<file path="src/core/tpu_pkg.sv">
// shared constants, register map and state types of the two-pin serial port
package tpu_pkg;
  localparam int unsigned CLK_MHZ = 250;
  localparam int unsigned SRC_MHZ = 40;
  localparam int unsigned OVERSAMPLE = 16;
  localparam int unsigned CHAR_BITS = 10;
  localparam int unsigned TIMEOUT_CHARS = 4;
  localparam int unsigned FIFO_DEPTH = 16;
  localparam int unsigned PTR_W = 4;
  localparam int unsigned CNT_W = 5;
  localparam int unsigned ACC_W = 24;

  typedef logic [7:0] tpu_addr_t;
  localparam tpu_addr_t OFF_RECEIVE_DATA = 8'h00;
  localparam tpu_addr_t OFF_TRANSMIT_DATA = 8'h04;
  localparam tpu_addr_t OFF_INTERRUPT_ENABLE = 8'h08;
  localparam tpu_addr_t OFF_INTERRUPT_ID = 8'h0c;
  localparam tpu_addr_t OFF_FIFO_CONTROL = 8'h10;
  localparam tpu_addr_t OFF_LINE_CONTROL = 8'h14;
  localparam tpu_addr_t OFF_LINE_STATUS = 8'h1c;
  localparam tpu_addr_t OFF_MODEM_STATUS = 8'h20;
  localparam tpu_addr_t OFF_SCRATCH_STORAGE = 8'h24;
  localparam tpu_addr_t OFF_BAUD_DIVISOR = 8'h28;
  localparam tpu_addr_t OFF_BAUD_DIVISOR_LOW = 8'h2c;
  localparam tpu_addr_t OFF_BAUD_DIVISOR_HIGH = 8'h30;

  localparam logic [15:0] DIVISOR_RESET = 16'h0001;
  localparam int unsigned IE_W = 3;
  localparam int unsigned IE_RXDATA = 0;
  localparam int unsigned IE_TX_HOLDING_EMPTY_FLAG = 1;
  localparam int unsigned IE_LINE = 2;
  localparam int unsigned IIR_PEND = 0;
  localparam int unsigned IIR_EN_LO = 6;
  localparam int unsigned FCR_EN = 0;
  localparam int unsigned FCR_RXFLUSH = 1;
  localparam int unsigned FCR_TXFLUSH = 2;
  localparam int unsigned FCR_UNUSED = 3;
  localparam int unsigned FCR_TXTHR = 4;
  localparam int unsigned FCR_RXTHR = 6;
  localparam int unsigned LCR_WLS = 0;
  localparam int unsigned LCR_STB = 2;
  localparam int unsigned LCR_PEN = 3;
  localparam int unsigned LCR_EPS = 4;
  localparam int unsigned LCR_STICK = 5;
  localparam int unsigned LCR_BRK = 6;

  localparam logic [2:0] ID_LINE = 3'h3;
  localparam logic [2:0] ID_RXDATA = 3'h2;
  localparam logic [2:0] ID_TX_HOLDING_EMPTY_FLAG = 3'h1;
  localparam logic [2:0] ID_MODEM = 3'h0;
  localparam logic [2:0] LAST_BIT_MIN = 3'h4;
  localparam logic [CNT_W-1:0] RX_THR [4] = '{5'h01, 5'h04, 5'h08, 5'h0e};
  localparam logic [CNT_W-1:0] TX_THR [4] = '{5'h01, 5'h04, 5'h08, 5'h0c};
  localparam logic [CNT_W-1:0] ONE_CHAR = 5'h01;
  localparam logic [CNT_W-1:0] FULL_DEPTH = CNT_W'(FIFO_DEPTH);

  localparam logic [5:0] BIT_LAST = 6'(OVERSAMPLE - 1);
  localparam logic [5:0] HALF_LAST = 6'(OVERSAMPLE / 2 - 1);
  localparam logic [5:0] STOP15_LAST = 6'(OVERSAMPLE * 3 / 2 - 1);
  localparam logic [5:0] STOP2_LAST = 6'(OVERSAMPLE * 2 - 1);
  localparam logic [9:0] TIMEOUT_TICKS = 10'(TIMEOUT_CHARS * CHAR_BITS * OVERSAMPLE);

  typedef enum logic [2:0] {TX_IDLE, TX_LOAD, TX_START, TX_DATA, TX_PAR, TX_STOP} tpu_tx_state_t;
  typedef enum logic [2:0] {RX_IDLE, RX_START, RX_DATA, RX_PAR, RX_STOP} tpu_rx_state_t;
endpackage

</file>
<file path="src/core/tpu_fifo_if.sv">
// request and status bundle between the port logic and one character buffer
interface tpu_fifo_if;
  import tpu_pkg::*;
  logic push;
  logic pop;
  logic flush;
  logic [CNT_W-1:0] limit;
  logic [7:0] wdata;
  logic [7:0] rdata;
  logic [CNT_W-1:0] count;
  logic full;
  logic empty;
  modport user (output push, pop, flush, limit, wdata, input rdata, count, full, empty);
  modport mem (input push, pop, flush, limit, wdata, output rdata, count, full, empty);
endinterface

</file>
<file path="src/core/tpu_top.sv">
// two-pin serial port: register slave, transmitter, receiver and interrupt identification
// Contract
// eight-bit scratch register, read/write, no effect on anything
// bit rate is 40 MHz divided by sixteen times the divisor
// divisor is one 16-bit field, single access, resets to one
// software keeps the divisor at four or more
// low and high byte aliases of the divisor, reset one and zero
// received character moves to the receive register; unread previous sets overrun
// transmit write fills holding register; idle shifter takes it and starts sending
// enable bit 2 gates the line status interrupt
// enable bit 1 gates the transmit holding empty interrupt
// enable bit 0 gates data ready and character time-out interrupts
// identification bits 7:6 read 11 with buffers enabled, else 00
// identifier codes: 3 line status, 2 data, 1 transmit empty, 0 modem
// only the highest priority active source is reported
// reading line status clears its interrupt; modem status read clears modem
// data interrupt clears only once the receive buffer is empty
// transmit empty interrupt clears on a transmit data write
// identification bit 0 is low while any unmasked interrupt is active
// receive trigger 1, 4, 8, 14; data interrupt when depth equals it
// transmit trigger 1, 4, 8, 12; empty interrupt at or below it
// buffer control bit 3 is plain storage
// bit 2 flushes transmit buffer, bit 1 receive buffer; shifters untouched
// bit 0 enables 16-deep buffers, else one deep; change flushes both
// word length 5 to 8 bits; stop 1, or 1.5 / 2
// parity even or odd when enabled; stick parity forces 0 or 1
// frame: low start, data lsb first, parity, high stop, idle high
module tpu_top (
  input wire logic clk,
  input wire logic rst,
  input wire tpu_pkg::tpu_addr_t busAddr,
  input wire logic [31:0] busWdata,
  input wire logic busWr,
  input wire logic busRd,
  output logic [31:0] busRdata,
  input wire logic rxd,
  output logic txd,
  output logic irqPending
);
  import tpu_pkg::*;

  logic [7:0] scratch_r;
  logic [7:0] lcr_r;
  logic [IE_W-1:0] ier_r;
  logic [15:0] div_r;
  logic fifoEn_r;
  logic unusedXfer_r;
  logic [1:0] rxThrSel_r;
  logic [1:0] txThrSel_r;
  logic oe_r;
  logic pe_r;
  logic fe_r;
  logic bi_r;
  logic rxIrq_r;
  logic thrIrq_r;
  logic txLow_r;
  logic [9:0] toCnt_r;
  logic [31:0] rdata_r;
  logic rxSel_r;
  logic irq_r;
  logic tick;
  logic wrTx;
  logic wrFcr;
  logic rdRx;
  logic rdLsr;
  logic enChange;
  logic rxFlush;
  logic txFlush;
  logic [CNT_W-1:0] rxThr;
  logic [CNT_W-1:0] txThr;
  logic txLow;
  logic toIrq;
  logic lsAct;
  logic rxAct;
  logic thAct;
  logic irqAny;
  logic [2:0] irqId;
  logic [2:0] lastBit;
  logic [7:0] dataMask;
  logic [5:0] stopLast;
  tpu_tx_state_t txState_r;

  tpu_fifo_if rxIf();
  tpu_fifo_if txIf();

  tpu_fifo u_rx_fifo (
    .clk(clk),
    .rst(rst),
    .f(rxIf.mem)
  );

  tpu_fifo u_tx_fifo (
    .clk(clk),
    .rst(rst),
    .f(txIf.mem)
  );

  tpu_baud u_baud (
    .clk(clk),
    .rst(rst),
    .divisor(div_r),
    .tick(tick)
  );

  //////////////////////////////////////////////////////////////////////////////
  // register decode and configuration

  assign wrTx = busWr && (busAddr == OFF_TRANSMIT_DATA);
  assign wrFcr = busWr && (busAddr == OFF_FIFO_CONTROL);
  assign rdRx = busRd && (busAddr == OFF_RECEIVE_DATA);
  assign rdLsr = busRd && (busAddr == OFF_LINE_STATUS);
  assign enChange = wrFcr && (busWdata[FCR_EN] != fifoEn_r);
  assign rxFlush = wrFcr && (busWdata[FCR_RXFLUSH] || enChange);
  assign txFlush = wrFcr && (busWdata[FCR_TXFLUSH] || enChange);

  always_ff @(posedge clk) begin
    if (rst) begin
      scratch_r <= '0;
      lcr_r <= '0;
      ier_r <= '0;
      div_r <= DIVISOR_RESET;
      fifoEn_r <= 1'b0;
      unusedXfer_r <= 1'b0;
      rxThrSel_r <= '0;
      txThrSel_r <= '0;
    end else if (busWr) begin
      case (busAddr)
        OFF_INTERRUPT_ENABLE: ier_r <= busWdata[IE_W-1:0];
        OFF_FIFO_CONTROL: begin
          fifoEn_r <= busWdata[FCR_EN];
          unusedXfer_r <= busWdata[FCR_UNUSED];
          txThrSel_r <= busWdata[FCR_TXTHR +: 2];
          rxThrSel_r <= busWdata[FCR_RXTHR +: 2];
        end
        OFF_LINE_CONTROL: lcr_r <= busWdata[7:0];
        OFF_SCRATCH_STORAGE: scratch_r <= busWdata[7:0];
        OFF_BAUD_DIVISOR: div_r <= busWdata[15:0];
        OFF_BAUD_DIVISOR_LOW: div_r[7:0] <= busWdata[7:0];
        OFF_BAUD_DIVISOR_HIGH: div_r[15:8] <= busWdata[7:0];
        default: ;
      endcase
    end
  end

  //////////////////////////////////////////////////////////////////////////////
  // read path: receive data comes straight from the buffer's read register

  always_ff @(posedge clk) begin
    if (rst) begin
      rdata_r <= '0;
      rxSel_r <= 1'b0;
    end else begin
      rxSel_r <= rdRx;
      rdata_r <= '0;
      if (busRd) begin
        case (busAddr)
          OFF_INTERRUPT_ENABLE: rdata_r <= 32'(ier_r);
          OFF_INTERRUPT_ID: rdata_r <= 32'({{2{fifoEn_r}}, 2'b00, irqId, ~irqAny});
          OFF_FIFO_CONTROL: rdata_r <= 32'({rxThrSel_r, txThrSel_r, unusedXfer_r, 2'b00, fifoEn_r});
          OFF_LINE_CONTROL: rdata_r <= 32'(lcr_r);
          OFF_LINE_STATUS: rdata_r <= 32'({pe_r || fe_r || bi_r, txIf.empty && txState_r == TX_IDLE,
                                           txIf.empty, bi_r, fe_r, pe_r, oe_r, !rxIf.empty});
          OFF_SCRATCH_STORAGE: rdata_r <= 32'(scratch_r);
          OFF_BAUD_DIVISOR: rdata_r <= 32'(div_r);
          OFF_BAUD_DIVISOR_LOW: rdata_r <= 32'(div_r[7:0]);
          OFF_BAUD_DIVISOR_HIGH: rdata_r <= 32'(div_r[15:8]);
          default: rdata_r <= '0;
        endcase
      end
    end
  end

  assign busRdata = rxSel_r ? 32'(rxIf.rdata) : rdata_r;

  //////////////////////////////////////////////////////////////////////////////
  // character format

  assign lastBit = 3'(lcr_r[LCR_WLS +: 2]) + LAST_BIT_MIN;
  assign dataMask = 8'hff >> (3'h7 - lastBit);
  assign stopLast = !lcr_r[LCR_STB] ? BIT_LAST :
                    (lcr_r[LCR_WLS +: 2] == 2'b00) ? STOP15_LAST : STOP2_LAST;

  function automatic logic parityOf(input logic [7:0] d, input logic [7:0] m, input logic even,
                                    input logic stick);
    logic ones;
    ones = ^(d & m);
    parityOf = stick ? !even : (even ? ones : !ones);
  endfunction

  //////////////////////////////////////////////////////////////////////////////
  // transmitter

  logic [7:0] txSh_r;
  logic [2:0] txBit_r;
  logic [5:0] txTick_r;
  logic txPar_r;
  logic txOut_r;
  logic txLine;
  logic txBitEnd;

  assign txIf.push = wrTx;
  assign txIf.wdata = busWdata[7:0];
  assign txIf.flush = txFlush;
  assign txIf.limit = fifoEn_r ? FULL_DEPTH : ONE_CHAR;
  assign txIf.pop = (txState_r == TX_IDLE) && !txIf.empty;
  assign txBitEnd = tick && (txTick_r == BIT_LAST);

  // shifter is not touched by a flush; only the buffer empties
  always_ff @(posedge clk) begin
    if (rst) begin
      txState_r <= TX_IDLE;
      txSh_r <= '0;
      txBit_r <= '0;
      txTick_r <= '0;
      txPar_r <= 1'b0;
    end else begin
      if (tick) begin
        txTick_r <= txTick_r + 6'h01;
      end
      case (txState_r)
        TX_IDLE: begin
          if (!txIf.empty) begin
            txState_r <= TX_LOAD;
          end
        end
        TX_LOAD: begin
          txSh_r <= txIf.rdata;
          txPar_r <= parityOf(txIf.rdata, dataMask, lcr_r[LCR_EPS], lcr_r[LCR_STICK]);
          txTick_r <= '0;
          txState_r <= TX_START;
        end
        TX_START: begin
          if (txBitEnd) begin
            txTick_r <= '0;
            txBit_r <= '0;
            txState_r <= TX_DATA;
          end
        end
        TX_DATA: begin
          if (txBitEnd) begin
            txTick_r <= '0;
            txSh_r <= txSh_r >> 1;
            txBit_r <= txBit_r + 3'h1;
            if (txBit_r == lastBit) begin
              txState_r <= lcr_r[LCR_PEN] ? TX_PAR : TX_STOP;
            end
          end
        end
        TX_PAR: begin
          if (txBitEnd) begin
            txTick_r <= '0;
            txState_r <= TX_STOP;
          end
        end
        TX_STOP: begin
          if (tick && txTick_r == stopLast) begin
            txTick_r <= '0;
            txState_r <= TX_IDLE;
          end
        end
        default: txState_r <= TX_IDLE;
      endcase
    end
  end

  always_comb begin
    case (txState_r)
      TX_START: txLine = 1'b0;
      TX_DATA: txLine = txSh_r[0];
      TX_PAR: txLine = txPar_r;
      default: txLine = 1'b1;
    endcase
  end

  // break control holds the pin low without stopping the shifter
  always_ff @(posedge clk) begin
    if (rst) begin
      txOut_r <= 1'b1;
    end else begin
      txOut_r <= txLine && !lcr_r[LCR_BRK];
    end
  end

  assign txd = txOut_r;

  //////////////////////////////////////////////////////////////////////////////
  // receiver

  tpu_rx_state_t rxState_r;
  logic rxMeta_r;
  logic rxIn_r;
  logic [7:0] rxSh_r;
  logic [2:0] rxBit_r;
  logic [5:0] rxTick_r;
  logic rxPar_r;
  logic rxDone;
  logic [7:0] rxData;

  always_ff @(posedge clk) begin
    if (rst) begin
      rxMeta_r <= 1'b1;
      rxIn_r <= 1'b1;
    end else begin
      rxMeta_r <= rxd;
      rxIn_r <= rxMeta_r;
    end
  end

  assign rxDone = (rxState_r == RX_STOP) && tick && (rxTick_r == BIT_LAST);
  assign rxData = rxSh_r >> (3'h7 - lastBit);
  assign rxIf.push = rxDone;
  assign rxIf.wdata = rxData;
  assign rxIf.pop = rdRx;
  assign rxIf.flush = rxFlush;
  assign rxIf.limit = fifoEn_r ? FULL_DEPTH : ONE_CHAR;

  // sampling counts start from mid start bit, so each later sample is mid-bit
  always_ff @(posedge clk) begin
    if (rst) begin
      rxState_r <= RX_IDLE;
      rxSh_r <= '0;
      rxBit_r <= '0;
      rxTick_r <= '0;
      rxPar_r <= 1'b0;
    end else begin
      if (tick) begin
        rxTick_r <= rxTick_r + 6'h01;
      end
      case (rxState_r)
        RX_IDLE: begin
          rxTick_r <= '0;
          if (!rxIn_r) begin
            rxState_r <= RX_START;
          end
        end
        RX_START: begin
          if (tick && rxTick_r == HALF_LAST) begin
            rxTick_r <= '0;
            rxBit_r <= '0;
            rxState_r <= rxIn_r ? RX_IDLE : RX_DATA;
          end
        end
        RX_DATA: begin
          if (tick && rxTick_r == BIT_LAST) begin
            rxTick_r <= '0;
            rxSh_r <= {rxIn_r, rxSh_r[7:1]};
            rxBit_r <= rxBit_r + 3'h1;
            if (rxBit_r == lastBit) begin
              rxState_r <= lcr_r[LCR_PEN] ? RX_PAR : RX_STOP;
            end
          end
        end
        RX_PAR: begin
          if (tick && rxTick_r == BIT_LAST) begin
            rxTick_r <= '0;
            rxPar_r <= rxIn_r;
            rxState_r <= RX_STOP;
          end
        end
        RX_STOP: begin
          if (rxDone) begin
            rxState_r <= RX_IDLE;
          end
        end
        default: rxState_r <= RX_IDLE;
      endcase
    end
  end

  //////////////////////////////////////////////////////////////////////////////
  // line status flags: a new error wins over a status read or a flush

  logic setOe;
  logic setPe;
  logic setFe;
  logic setBi;
  logic lsClr;

  assign setOe = rxDone && rxIf.full;
  assign setPe = rxDone && lcr_r[LCR_PEN] &&
                 (rxPar_r != parityOf(rxData, dataMask, lcr_r[LCR_EPS], lcr_r[LCR_STICK]));
  assign setFe = rxDone && !rxIn_r;
  assign setBi = setFe && (rxData == '0) && !(lcr_r[LCR_PEN] && rxPar_r);
  assign lsClr = rdLsr || rxFlush;

  always_ff @(posedge clk) begin
    if (rst) begin
      oe_r <= 1'b0;
      pe_r <= 1'b0;
      fe_r <= 1'b0;
      bi_r <= 1'b0;
    end else begin
      oe_r <= (oe_r && !lsClr) || setOe;
      pe_r <= (pe_r && !lsClr) || setPe;
      fe_r <= (fe_r && !lsClr) || setFe;
      bi_r <= (bi_r && !lsClr) || setBi;
    end
  end

  //////////////////////////////////////////////////////////////////////////////
  // interrupt sources and identification

  assign rxThr = fifoEn_r ? RX_THR[rxThrSel_r] : ONE_CHAR;
  assign txThr = fifoEn_r ? TX_THR[txThrSel_r] : '0;
  assign txLow = txIf.count <= txThr;
  assign toIrq = toCnt_r == TIMEOUT_TICKS;

  always_ff @(posedge clk) begin
    if (rst) begin
      rxIrq_r <= 1'b0;
      thrIrq_r <= 1'b1;
      txLow_r <= 1'b1;
      toCnt_r <= '0;
      irq_r <= 1'b0;
    end else begin
      rxIrq_r <= (rxIf.count == rxThr) || (rxIrq_r && !rxIf.empty);
      txLow_r <= txLow;
      thrIrq_r <= (txLow && !txLow_r) || (thrIrq_r && !wrTx);
      irq_r <= irqAny;
      // time-out measures silence while any character waits in the receive buffer, at any depth
      if (rxIf.empty || rxIf.push || rxIf.pop) begin
        toCnt_r <= '0;
      end else if (tick && !toIrq) begin
        toCnt_r <= toCnt_r + 10'h001;
      end
    end
  end

  assign lsAct = ier_r[IE_LINE] && (oe_r || pe_r || fe_r || bi_r);
  assign thAct = ier_r[IE_TX_HOLDING_EMPTY_FLAG] && thrIrq_r;
  assign rxAct = ier_r[IE_RXDATA] && (rxIrq_r || toIrq);
  assign irqAny = lsAct || rxAct || thAct;
  assign irqId = lsAct ? ID_LINE : rxAct ? ID_RXDATA : thAct ? ID_TX_HOLDING_EMPTY_FLAG : ID_MODEM;
  assign irqPending = irq_r;
endmodule

</file>
<file path="src/core/tpu_fifo.sv">
// sixteen-entry character buffer with a settable depth limit and registered read data
module tpu_fifo (
  input wire logic clk,
  input wire logic rst,
  tpu_fifo_if.mem f
);
  import tpu_pkg::*;
  logic [7:0] mem_r [FIFO_DEPTH];
  logic [PTR_W-1:0] wptr_r;
  logic [PTR_W-1:0] rptr_r;
  logic [CNT_W-1:0] count_r;
  logic [7:0] rdata_r;
  logic doPush;
  logic doPop;

  // the limit makes the same storage act as a one-character holding register
  assign f.full = count_r >= f.limit;
  assign f.empty = count_r == '0;
  assign f.count = count_r;
  assign f.rdata = rdata_r;
  assign doPush = f.push && !f.full && !f.flush;
  assign doPop = f.pop && !f.empty && !f.flush;

  always_ff @(posedge clk) begin
    if (doPush) begin
      mem_r[wptr_r] <= f.wdata;
    end
  end

  always_ff @(posedge clk) begin
    if (rst || f.flush) begin
      wptr_r <= '0;
      rptr_r <= '0;
      count_r <= '0;
    end else begin
      if (doPush) begin
        wptr_r <= wptr_r + PTR_W'(1);
      end
      if (doPop) begin
        rptr_r <= rptr_r + PTR_W'(1);
      end
      count_r <= count_r + CNT_W'(doPush) - CNT_W'(doPop);
    end
  end

  always_ff @(posedge clk) begin
    if (rst) begin
      rdata_r <= '0;
    end else if (doPop) begin
      rdata_r <= mem_r[rptr_r];
    end
  end
endmodule

</file>
<file path="src/core/tpu_baud.sv">
// oversampling tick generator: 16x bit rate from a 40 MHz source rate over the divisor
module tpu_baud (
  input wire logic clk,
  input wire logic rst,
  input wire logic [15:0] divisor,
  output logic tick
);
  import tpu_pkg::*;
  logic [ACC_W-1:0] acc_r;
  logic [ACC_W-1:0] lim;
  logic [ACC_W-1:0] sum;
  logic tick_r;

  // fractional accumulator keeps the 40 MHz ratio exact on the faster system clock
  assign lim = ACC_W'(CLK_MHZ) * ACC_W'(divisor);
  assign sum = acc_r + ACC_W'(SRC_MHZ);
  assign tick = tick_r;

  always_ff @(posedge clk) begin
    if (rst) begin
      acc_r <= '0;
      tick_r <= 1'b0;
    end else if (sum >= lim) begin
      // a divisor made smaller mid-count restarts instead of firing a burst of ticks
      acc_r <= (sum - lim >= lim) ? '0 : sum - lim;
      tick_r <= 1'b1;
    end else begin
      acc_r <= sum;
      tick_r <= 1'b0;
    end
  end
endmodule

</file>
<file path="config.mk">
export PLATFORM = sky130hd
export DESIGN_NAME = tpu_top
export DESIGN_NICKNAME = d
export VERILOG_FILES = /design/src/core/tpu_pkg.sv /design/src/core/tpu_fifo_if.sv /design/src/core/tpu_top.sv /design/src/core/tpu_fifo.sv /design/src/core/tpu_baud.sv
export SDC_FILE = /design/constraint.sdc
export NUM_CORES = 1
export LEC_CHECK = 0
export BUFFER_PORTS_ARGS = -buffer_cell sky130_fd_sc_hd__buf_2
export CAP_MARGIN = 20
export CORE_UTILIZATION = 35
export CTS_CLUSTER_DIAMETER = 100
export DETAILED_ROUTE_END_ITERATION = 10
export PLACE_DENSITY = 0.61
export RECOVER_POWER = 100
export SLEW_MARGIN = 20
export SYNTH_ARGS = -nofsm -noshare
export SYNTH_HDL_FRONTEND = slang
export SYNTH_HIERARCHICAL = 1
export SYNTH_SLANG_ARGS = --single-unit
</file>
<file path="constraint.sdc">
create_clock -name clk -period 15.5 [get_ports clk]
set_input_delay 0.775 -clock clk [delete_from_list [all_inputs] [get_ports clk]]
set_output_delay 0.775 -clock clk [all_outputs]
set_load 0.02 [all_outputs]
</file>
==> impl_summary.md, run 1 <==
Power
The power density over the cells is about 120 mW/mm2. The worst-case IR drop observed on VDD is approximately 130 uV. The relative contribution of the clock network to total power is between 30% and 40%. For this design the total switching power over the nets is 0.9737 mW. The internal power contribution is roughly 2.3 mW. The total power is about 3.3 mW. The sequential group share of total power is 40.4%.

The part of the power in combinational logic is 21.4%. The fraction of power spent switching nets is between 20% and 30%. The analysis attributes to cell leakage a power of 9.962 nW.

Clock tree
The maximum number of buffers from clock root to sink is 3. The TritonCTS clock tree is built. The number of H-tree branching levels is 2. After clock tree synthesis, the flow added hold-fix buffers numbering 0. The post-CTS setup repair buffer count is 0. The post-CTS clock slew at the launch and capture registers of the worst setup and hold paths is 60 ps. The buffer type at the clock tree root is sky130_fd_sc_hd__clkbuf_16. CTS saw 443 sinks. TritonCTS created between 40 and 50 clock buffers. In this run, post-CTS repair resized a total of 0 instances.

The clock insertion delay at the later pin of the skew report is ~630 ps.

Timing
Dividing the final minimum period by the clock period gives 68.23%. Static timing analysis puts the maximum clock frequency at around 95 MHz. Once routing completed, OpenROAD measured the worst setup slack at roughly 4900 ps.

The worst hold slack after final layout is roughly 380 ps. The count of endpoints failing setup in the final report is 0. The final-layout setup total negative slack is 0 ps.

Across the routed clock network, the largest skew measured is around 56 ps. The count of final hold-check violations was 0. The max-slew violation count is ~140.

Measured against its own limit, the worst slew margin works out to -138.1%. Setup repair after global routing left no endpoint under its margin. The measured slew at the worst slew-check pin is between 3000 and 4000 ps. The post-route minimum period is about 11000 ps.

Die
The number of ports placed on the die boundary is just under 80. Once the floorplan was initialized, standard cells occupied between 30 and 40% of the core. The die covers 0.07089 mm2. The vertical extent of the die is between 200 and 300 um.

The core region area is a little under 0.07 mm2. The die is 266.3 um wide. The site row count is 96.

Detailed routing
The number of nets with antenna violations after detailed routing is 0. After detailed routing, the number of remaining DRC violations is 0. The final wirelength is approximately 57 mm. The count of routing violations after the opening detailed-route iteration is between 1000 and 1500. The mean number of vias per cell is between 5 and 6. Before antenna repair, the detailed router went through 8 iterations.

For this block, the via count after detailed routing is ~17000. Dividing the detail-routed wire length by the instance count gives about 18 um.

GRT
The pin count of the biggest net entering global routing is 82. Across every metal layer, demand over resource in global routing totals 16.02%. The number of antenna violations at the first check in global routing was 5. The number of global-route vias before repair is ~16000. The first-pass GRT wire length is 89.25 mm. After global routing the overflow that remains totals 0.

Yosys
The number of cells produced by synthesis is roughly 2100. The average instance in the mapped netlist occupies between 10 and 15 um2. During synthesis, Yosys emitted a total of 6 warnings. The netlist area before placement is ~0.024 mm2.

Worst setup path
In this run the critical register-to-register path is captured at u_baud/acc_r[20]. The length in cells of the worst reg-to-reg path is 30. In this run the critical register-to-register path is launched from div_r[2]. In this run the register-to-register setup slack is roughly 5000 ps. Data on the critical path arrives at its endpoint at ~11000 ps. The worst setup path startpoint is div_r[2]. STA classifies the critical path startpoint as a flip-flop. The data required time at the worst endpoint is about 16000 ps. The biggest fanout along the worst timing path is 22. The critical path endpoint is u_baud/acc_r[20]. The library cell contributing the largest single delay on the critical path is sky130_fd_sc_hd__a2111oi_0.

The critical path is of the flip-flop to flip-flop type. By instance count, the cell type seen most on the critical path is sky130_fd_sc_hd__fa_1. The worst setup path is captured at a flip-flop.

The critical path buffer and inverter count is 3. For this run, the slowest stage of the critical path takes 1190 ps. The category of cells accounting for the largest share of critical-path delay is compound AO/OA/AOI/OAI gates. The critical path depth in cells is 30.

Cells and area
The number of fillers in the final layout is between 6000 and 7000. In the final layout, flip-flops and latches occupy about 0.011 mm2. The final net count is between 2000 and 2500. The post-route netlist has about 11% of its cells at a drive strength greater than 1.

From synthesis to final layout, the design area changed by 11.33%. The multi-input combinational cells in the finished layout cover a total of 0.01201 mm2.

Place
At the placement stage, the worst setup path has a slack of about 6400 ps. The number of buffer cells added on primary ports is 46. Routability-driven placement finished with a final weighted congestion of approximately 0.90. The placed wire-length estimate is roughly 40 mm.

Hold path
The path category of the worst min-delay check is input pin to flip-flop.

Outcome
The flow ran to the end, but the final reports show violations. The checks that failed: max-capacitance violations, max-slew violations.

Flow run
The tool flagged a number of max-cap violations equal to 2.
==> cells in the final DEF, fill, tap and decap left out, drive strengths merged, types with 11 or more instances in the layout <==
master	n
dfxtp	187
nor2b	23
a21oi	125
mux4	64
xnor2	54
nor3	24
or3	17
edfxtp	256
o21ai	30
nand3b	29
a21o	24
and3	22
mux2i	62
o211ai	11
clkbuf	96
a311oi	16
fa	57
clkinv	15
nor2	153
ha	134
xor2	58
nand3	97
or2	16
and2	22
buf	28
o221ai	22
nand2b	27
inv	141
nand4	18
nand2	158
conb	22
mux2	14
==> power groups by stage <==
| stage | Clock [mW] | Sequential, mW | Combinational, mW |
|---|---|---|---|
| 2_1_floorplan | 0 | 1.33 | 0.583 |
| 3_3_place_gp | 0 | 1.36 | 0.700 |
| 3_5_place_dp | 0 | 1.36 | 0.720 |
| 4_1_cts | 1.30 | 1.33 | 0.724 |
| 5_1_grt | 1.34 | 1.34 | 0.790 |
| 6_report | 1.26 | 1.33 | 0.708 |
==> worst reg2reg max path: cells and delay by family, from the launching register on <==
family / cells / cell delay (ps)
multiplexers: 1 / 170
AND/OR/NAND/NOR: 5 / 1170
AO/OA/AOI/OAI: 13 / 4380
flip-flops: 1 / 600
adder cells (fa/ha/maj): 7 / 3030
XOR/XNOR: 1 / 210
buffers and inverters: 3 / 920
==> metrics by stage <==
step | area, um2 | utilization [%] | cells
final | 27210 | 39.54 | 3131
after global routing | 27210 | 39.53 | 3130
after CTS | 27360 | 39.75 | 3130
after detailed placement | 25560 | 37.14 | 3040
after global placement | 25560 | 37.14 | 3040
after floorplan | 24520 | - | 2143
==> state kept, by name, summed over array words and instances (netlist names), 8 cells and up <==
register           flops
u_rx_fifo/f.rdata      8
div_r                 16
u_tx_fifo/mem_r      128
txSh_r                 8
rdata_r               16
u_tx_fifo/f.rdata      8
u_baud/acc_r          23
lcr_r                  8
scratch_r              8
rxSh_r                 8
toCnt_r               10
u_rx_fifo/mem_r      128
==> area by class of cell <==
class                           count  share of cell area, %
Sequential cell                   443                  42.02
Timing Repair Buffer               64                  1.058
Clock buffer                       60                  4.842
Antenna cell                        1               0.009196
Multi-Input combinational cell   1463                  44.12
Tap cell                          931                  4.281
Clock inverter                     30                  1.752
Inverter                          139                  1.917
==> worst min path at each step <==
stage                   from       end  slack (ps)  cells after the start
finish                   rxd  rxMeta_r         380                      2
floorplan           rxMeta_r    rxIn_r         390                      1
global placement     txLow_r  thrIrq_r         410                      1
detailed placement   txLow_r  thrIrq_r         420                      1
global route             rxd  rxMeta_r         360                      2
CTS                      rxd  rxMeta_r         340                      2
==> routing by layer <==
layer,track usage (%),vias up,routed length (um)
met5,0,-,32
met4,5.079,6,1622
met3,3.253,110,3653
met2,25.54,450,25900
met1,21.76,8148,25630
li1,-,7818,-
Power figures use the tool's default switching activity.
==> inputs of run 2 (changes only) <==
- ABC_AREA: unset -> 1
- PLACE_DENSITY: 0.61 -> 0.63
- clock period: 15.5 -> 9.3 ns (I/O delays scaled with it)
==> impl_summary.md, run 2 <==
Outcome
The run finished, with violations left. The final reports fail on max-capacitance violations, max-slew violations.

Hold path
The number of cells on the worst hold path is 2. The min-delay analysis places its worst path in the category input pin to flip-flop. The hold path endpoint is rxMeta_r. In this run the most critical hold path is launched from rxd.

Worst setup path
The most frequent cell on the critical path is sky130_fd_sc_hd__inv_1. The capture instance of the worst register-to-register path is u_baud/acc_r[19]. In this run the worst setup path begins at div_r[9]. The number of cells on the worst reg-to-reg path is 30. The slowest stage of the critical path belongs to the cell sky130_fd_sc_hd__clkbuf_1. STA puts the critical path data arrival time at between 8000 and 9000 ps.

The highest cell delay on the worst timing path is 910 ps. The type of destination of the critical path is a flip-flop. Of all nets on the critical path, the largest fanout is 25.

The data required time at the worst endpoint is 9810 ps. Across all register-to-register paths, the minimum setup slack is ~1400 ps. The element type at the critical path start is a flip-flop. The worst register-to-register path begins at div_r[9]. The classification of the worst setup path is flip-flop to flip-flop.

Clock tree
The post-cts gate resize count is 0. The tree is rooted in a sky130_fd_sc_hd__clkbuf_16. The total number of clock tree sinks is between 400 and 500. In this run, CTS created clock tree buffers numbering 48.

Buffers added to address setup during post-CTS repair amount to 0. The count of hold-fix buffers inserted at cts is 0. The number of H-tree branching levels is 2. After clock tree synthesis, the clock-pin slew on the worst setup and hold paths is 60 ps. TritonCTS built the clock tree. No sink is reached through more buffers than the 3 on the longest clock path.

The clock insertion delay at the later pin of the skew report is ~600 ps.

Detailed routing
The mean number of vias per cell is a little under 5. The first TritonRoute pass finished after 6 iterations. The count of routing violations after the opening detailed-route iteration is between 1000 and 1500. For this block, the routed nets add up to roughly 63 mm of wire. The number of nets with antenna violations after detailed routing is 0. The residual DRC count is 0. The wire length per cell is 15.12 um. The routed layout has 20170 vias.

Timing
The worst clock skew on the final layout is between 20 and 25 ps. At the pin with the least slew margin, the transition time is between 3000 and 4000 ps. The max-slew headroom at the worst pin is -108.9%. Across all setup checks in the final design, the least slack found is ~1400 ps. For this run, the top clock speed supported by timing is roughly 130 MHz.

The final-layout setup total negative slack is 0 ps. The post-route minimum period is slightly below 8000 ps. The max-slew violation count is between 200 and 250. The count of final hold-check violations is 0. The share of the clock period used by the worst path is a little under nine tenths. The count of endpoints failing setup in the final report is 0. Setup repair after global routing left no endpoint under its margin.

GRT
The first global-routing pass estimated approximately 100 mm of wire. The total routing resource utilization after global routing is approximately 16%. The number of antenna violations at the first check in global routing is 1. The number of global-route vias before repair is 19300. The residual overflow from global routing is 0. Entering global routing, the biggest net connects roughly 70 pins.

Die
The core region area is about 0.074 mm2. The floorplan step set the die width to approximately 280 um. The total die area is about 0.076 mm2. The site row count is 100. During I/O placement, the number of pins put on the boundary was between 70 and 80. The initial core utilization is 35.36%.

The die is around 280 um tall.

Cells and area
After the last flow step, the layout net total stands at roughly 3400. The layout overhead on the synthesized area is 9.068%. Leaving out fill and tap cells, the most frequent cell in the layout is sky130_fd_sc_hd__nand2_1. The count of antenna diodes in the layout is 0.

The number of standard cells in the layout, taps in and fillers out is 4189. In the final layout, the registers with the most flip-flops are u_rx_fifo/mem_r x128, u_tx_fifo/mem_r x128, u_baud/acc_r x23. In the layout the commonest cells are sky130_fd_sc_hd__nand2_1, sky130_fd_sc_hd__inv_1, sky130_fd_sc_hd__nand3_1, sky130_fd_sc_hd__edfxtp_1, sky130_fd_sc_hd__dfxtp_1. The proportion of layout cells with a drive suffix above 1 is 7.174%.

Yosys
Yosys printed 6 warnings. Averaged over all synthesized cells, the footprint is around 8.3 um2. After technology mapping, the gate count stands at about 3200. The cell area that synthesis handed to floorplanning was between 0.02 and 0.03 mm2.

Place
Port buffering added between 40 and 50 buffers. The instance count after placement with tap cells included is roughly 4100. The placed wire-length estimate is 43.32 mm.

At the end of routability-driven placement, the weighted congestion stood at approximately 0.88. The placement-stage worst setup slack is between 1500 and 2000 ps.

Power
The power density over the cells is 216.4 mW/mm2. The worst vdd rail ir drop is 185.2 uV. The leakage component of the power is roughly 13 nW.

Flow run
The count of maximum capacitance violations is 6.
[run 2: cell types whose count changed in the layout (fill, tap and decap cells not counted), moves of 33 or more]
cell,delta
sky130_fd_sc_hd__o21ai_0,+95
sky130_fd_sc_hd__inv_1,+360
sky130_fd_sc_hd__nand3_1,+206
sky130_fd_sc_hd__mux4_2,-64
sky130_fd_sc_hd__nand4_1,+35
sky130_fd_sc_hd__a21oi_1,+33
sky130_fd_sc_hd__mux2i_1,-62
sky130_fd_sc_hd__xnor2_1,-37
sky130_fd_sc_hd__nand2_1,+654
[run 2: report_power, final]
part | total, mW | leakage [nW] | internal, mW | switching [mW]
Clock | 2.02 | 0.806 | 1.20 | 0.827
Sequential | 2.25 | 4.09 | 2.16 | 0.0860
Combinational | 1.94 | 7.87 | 0.670 | 1.27
[run 2: critical path: cells and delay by family, from the launching register on]
| family | cells | cell delay [ps] |
|---|---|---|
| AO/OA/AOI/OAI | 5 | 1090 |
| AND/OR/NAND/NOR | 11 | 1720 |
| buffers and inverters | 7 | 1360 |
| XOR/XNOR | 1 | 250 |
| flip-flops | 1 | 630 |
| adder cells (fa/ha/maj) | 6 | 2790 |
[run 2: final cells by class]
class,instances,area (um2)
inverters,525,1976
clock buffers,64,1345
repair buffers,60,292.8
clock inverters,26,334.1
well taps,969,1212
flip-flops and latches,443,11430
fillers,7513,45730
multi-input cells,2102,12120
[run 2: per-stage QoR]
| step | util (%) | instance area, um2 | hold slack (ps) | total power, mW |
|---|---|---|---|---|
| after global routing | 38.57 | 28710 | 101.6 | 6.649 |
| after global placement | 36.54 | 27200 | 398.6 | 4.261 |
| after detailed placement | 36.54 | 27200 | 404.8 | 4.281 |
| final | 38.57 | 28710 | 89.08 | 6.214 |
| after CTS | 38.80 | 28880 | 80.22 | 6.316 |
| after floorplan | - | 26410 | 389.5 | 3.954 |
[run 2: how the worst max path moves through the flow]
| stage | to | slack (ps) | depth (start not counted) |
|---|---|---|---|
| after global routing | u_baud/acc_r[10] | 680 | 30 |
| after global placement | u_baud/acc_r[10] | 1720 | 38 |
| final | u_baud/acc_r[19] | 1380 | 30 |
| after CTS | u_baud/acc_r[12] | 1720 | 38 |
| after detailed placement | u_baud/acc_r[12] | 1730 | 38 |
| after floorplan | u_baud/acc_r[12] | 2770 | 39 |
[run 2: layer usage]
metal  part of all wire, %  global-route usage [%]
met4                   2.2                   4.527
met1                    46                   22.68
met2                    46                   26.91
met3                   5.4                   2.459
met5                 0.021                       0
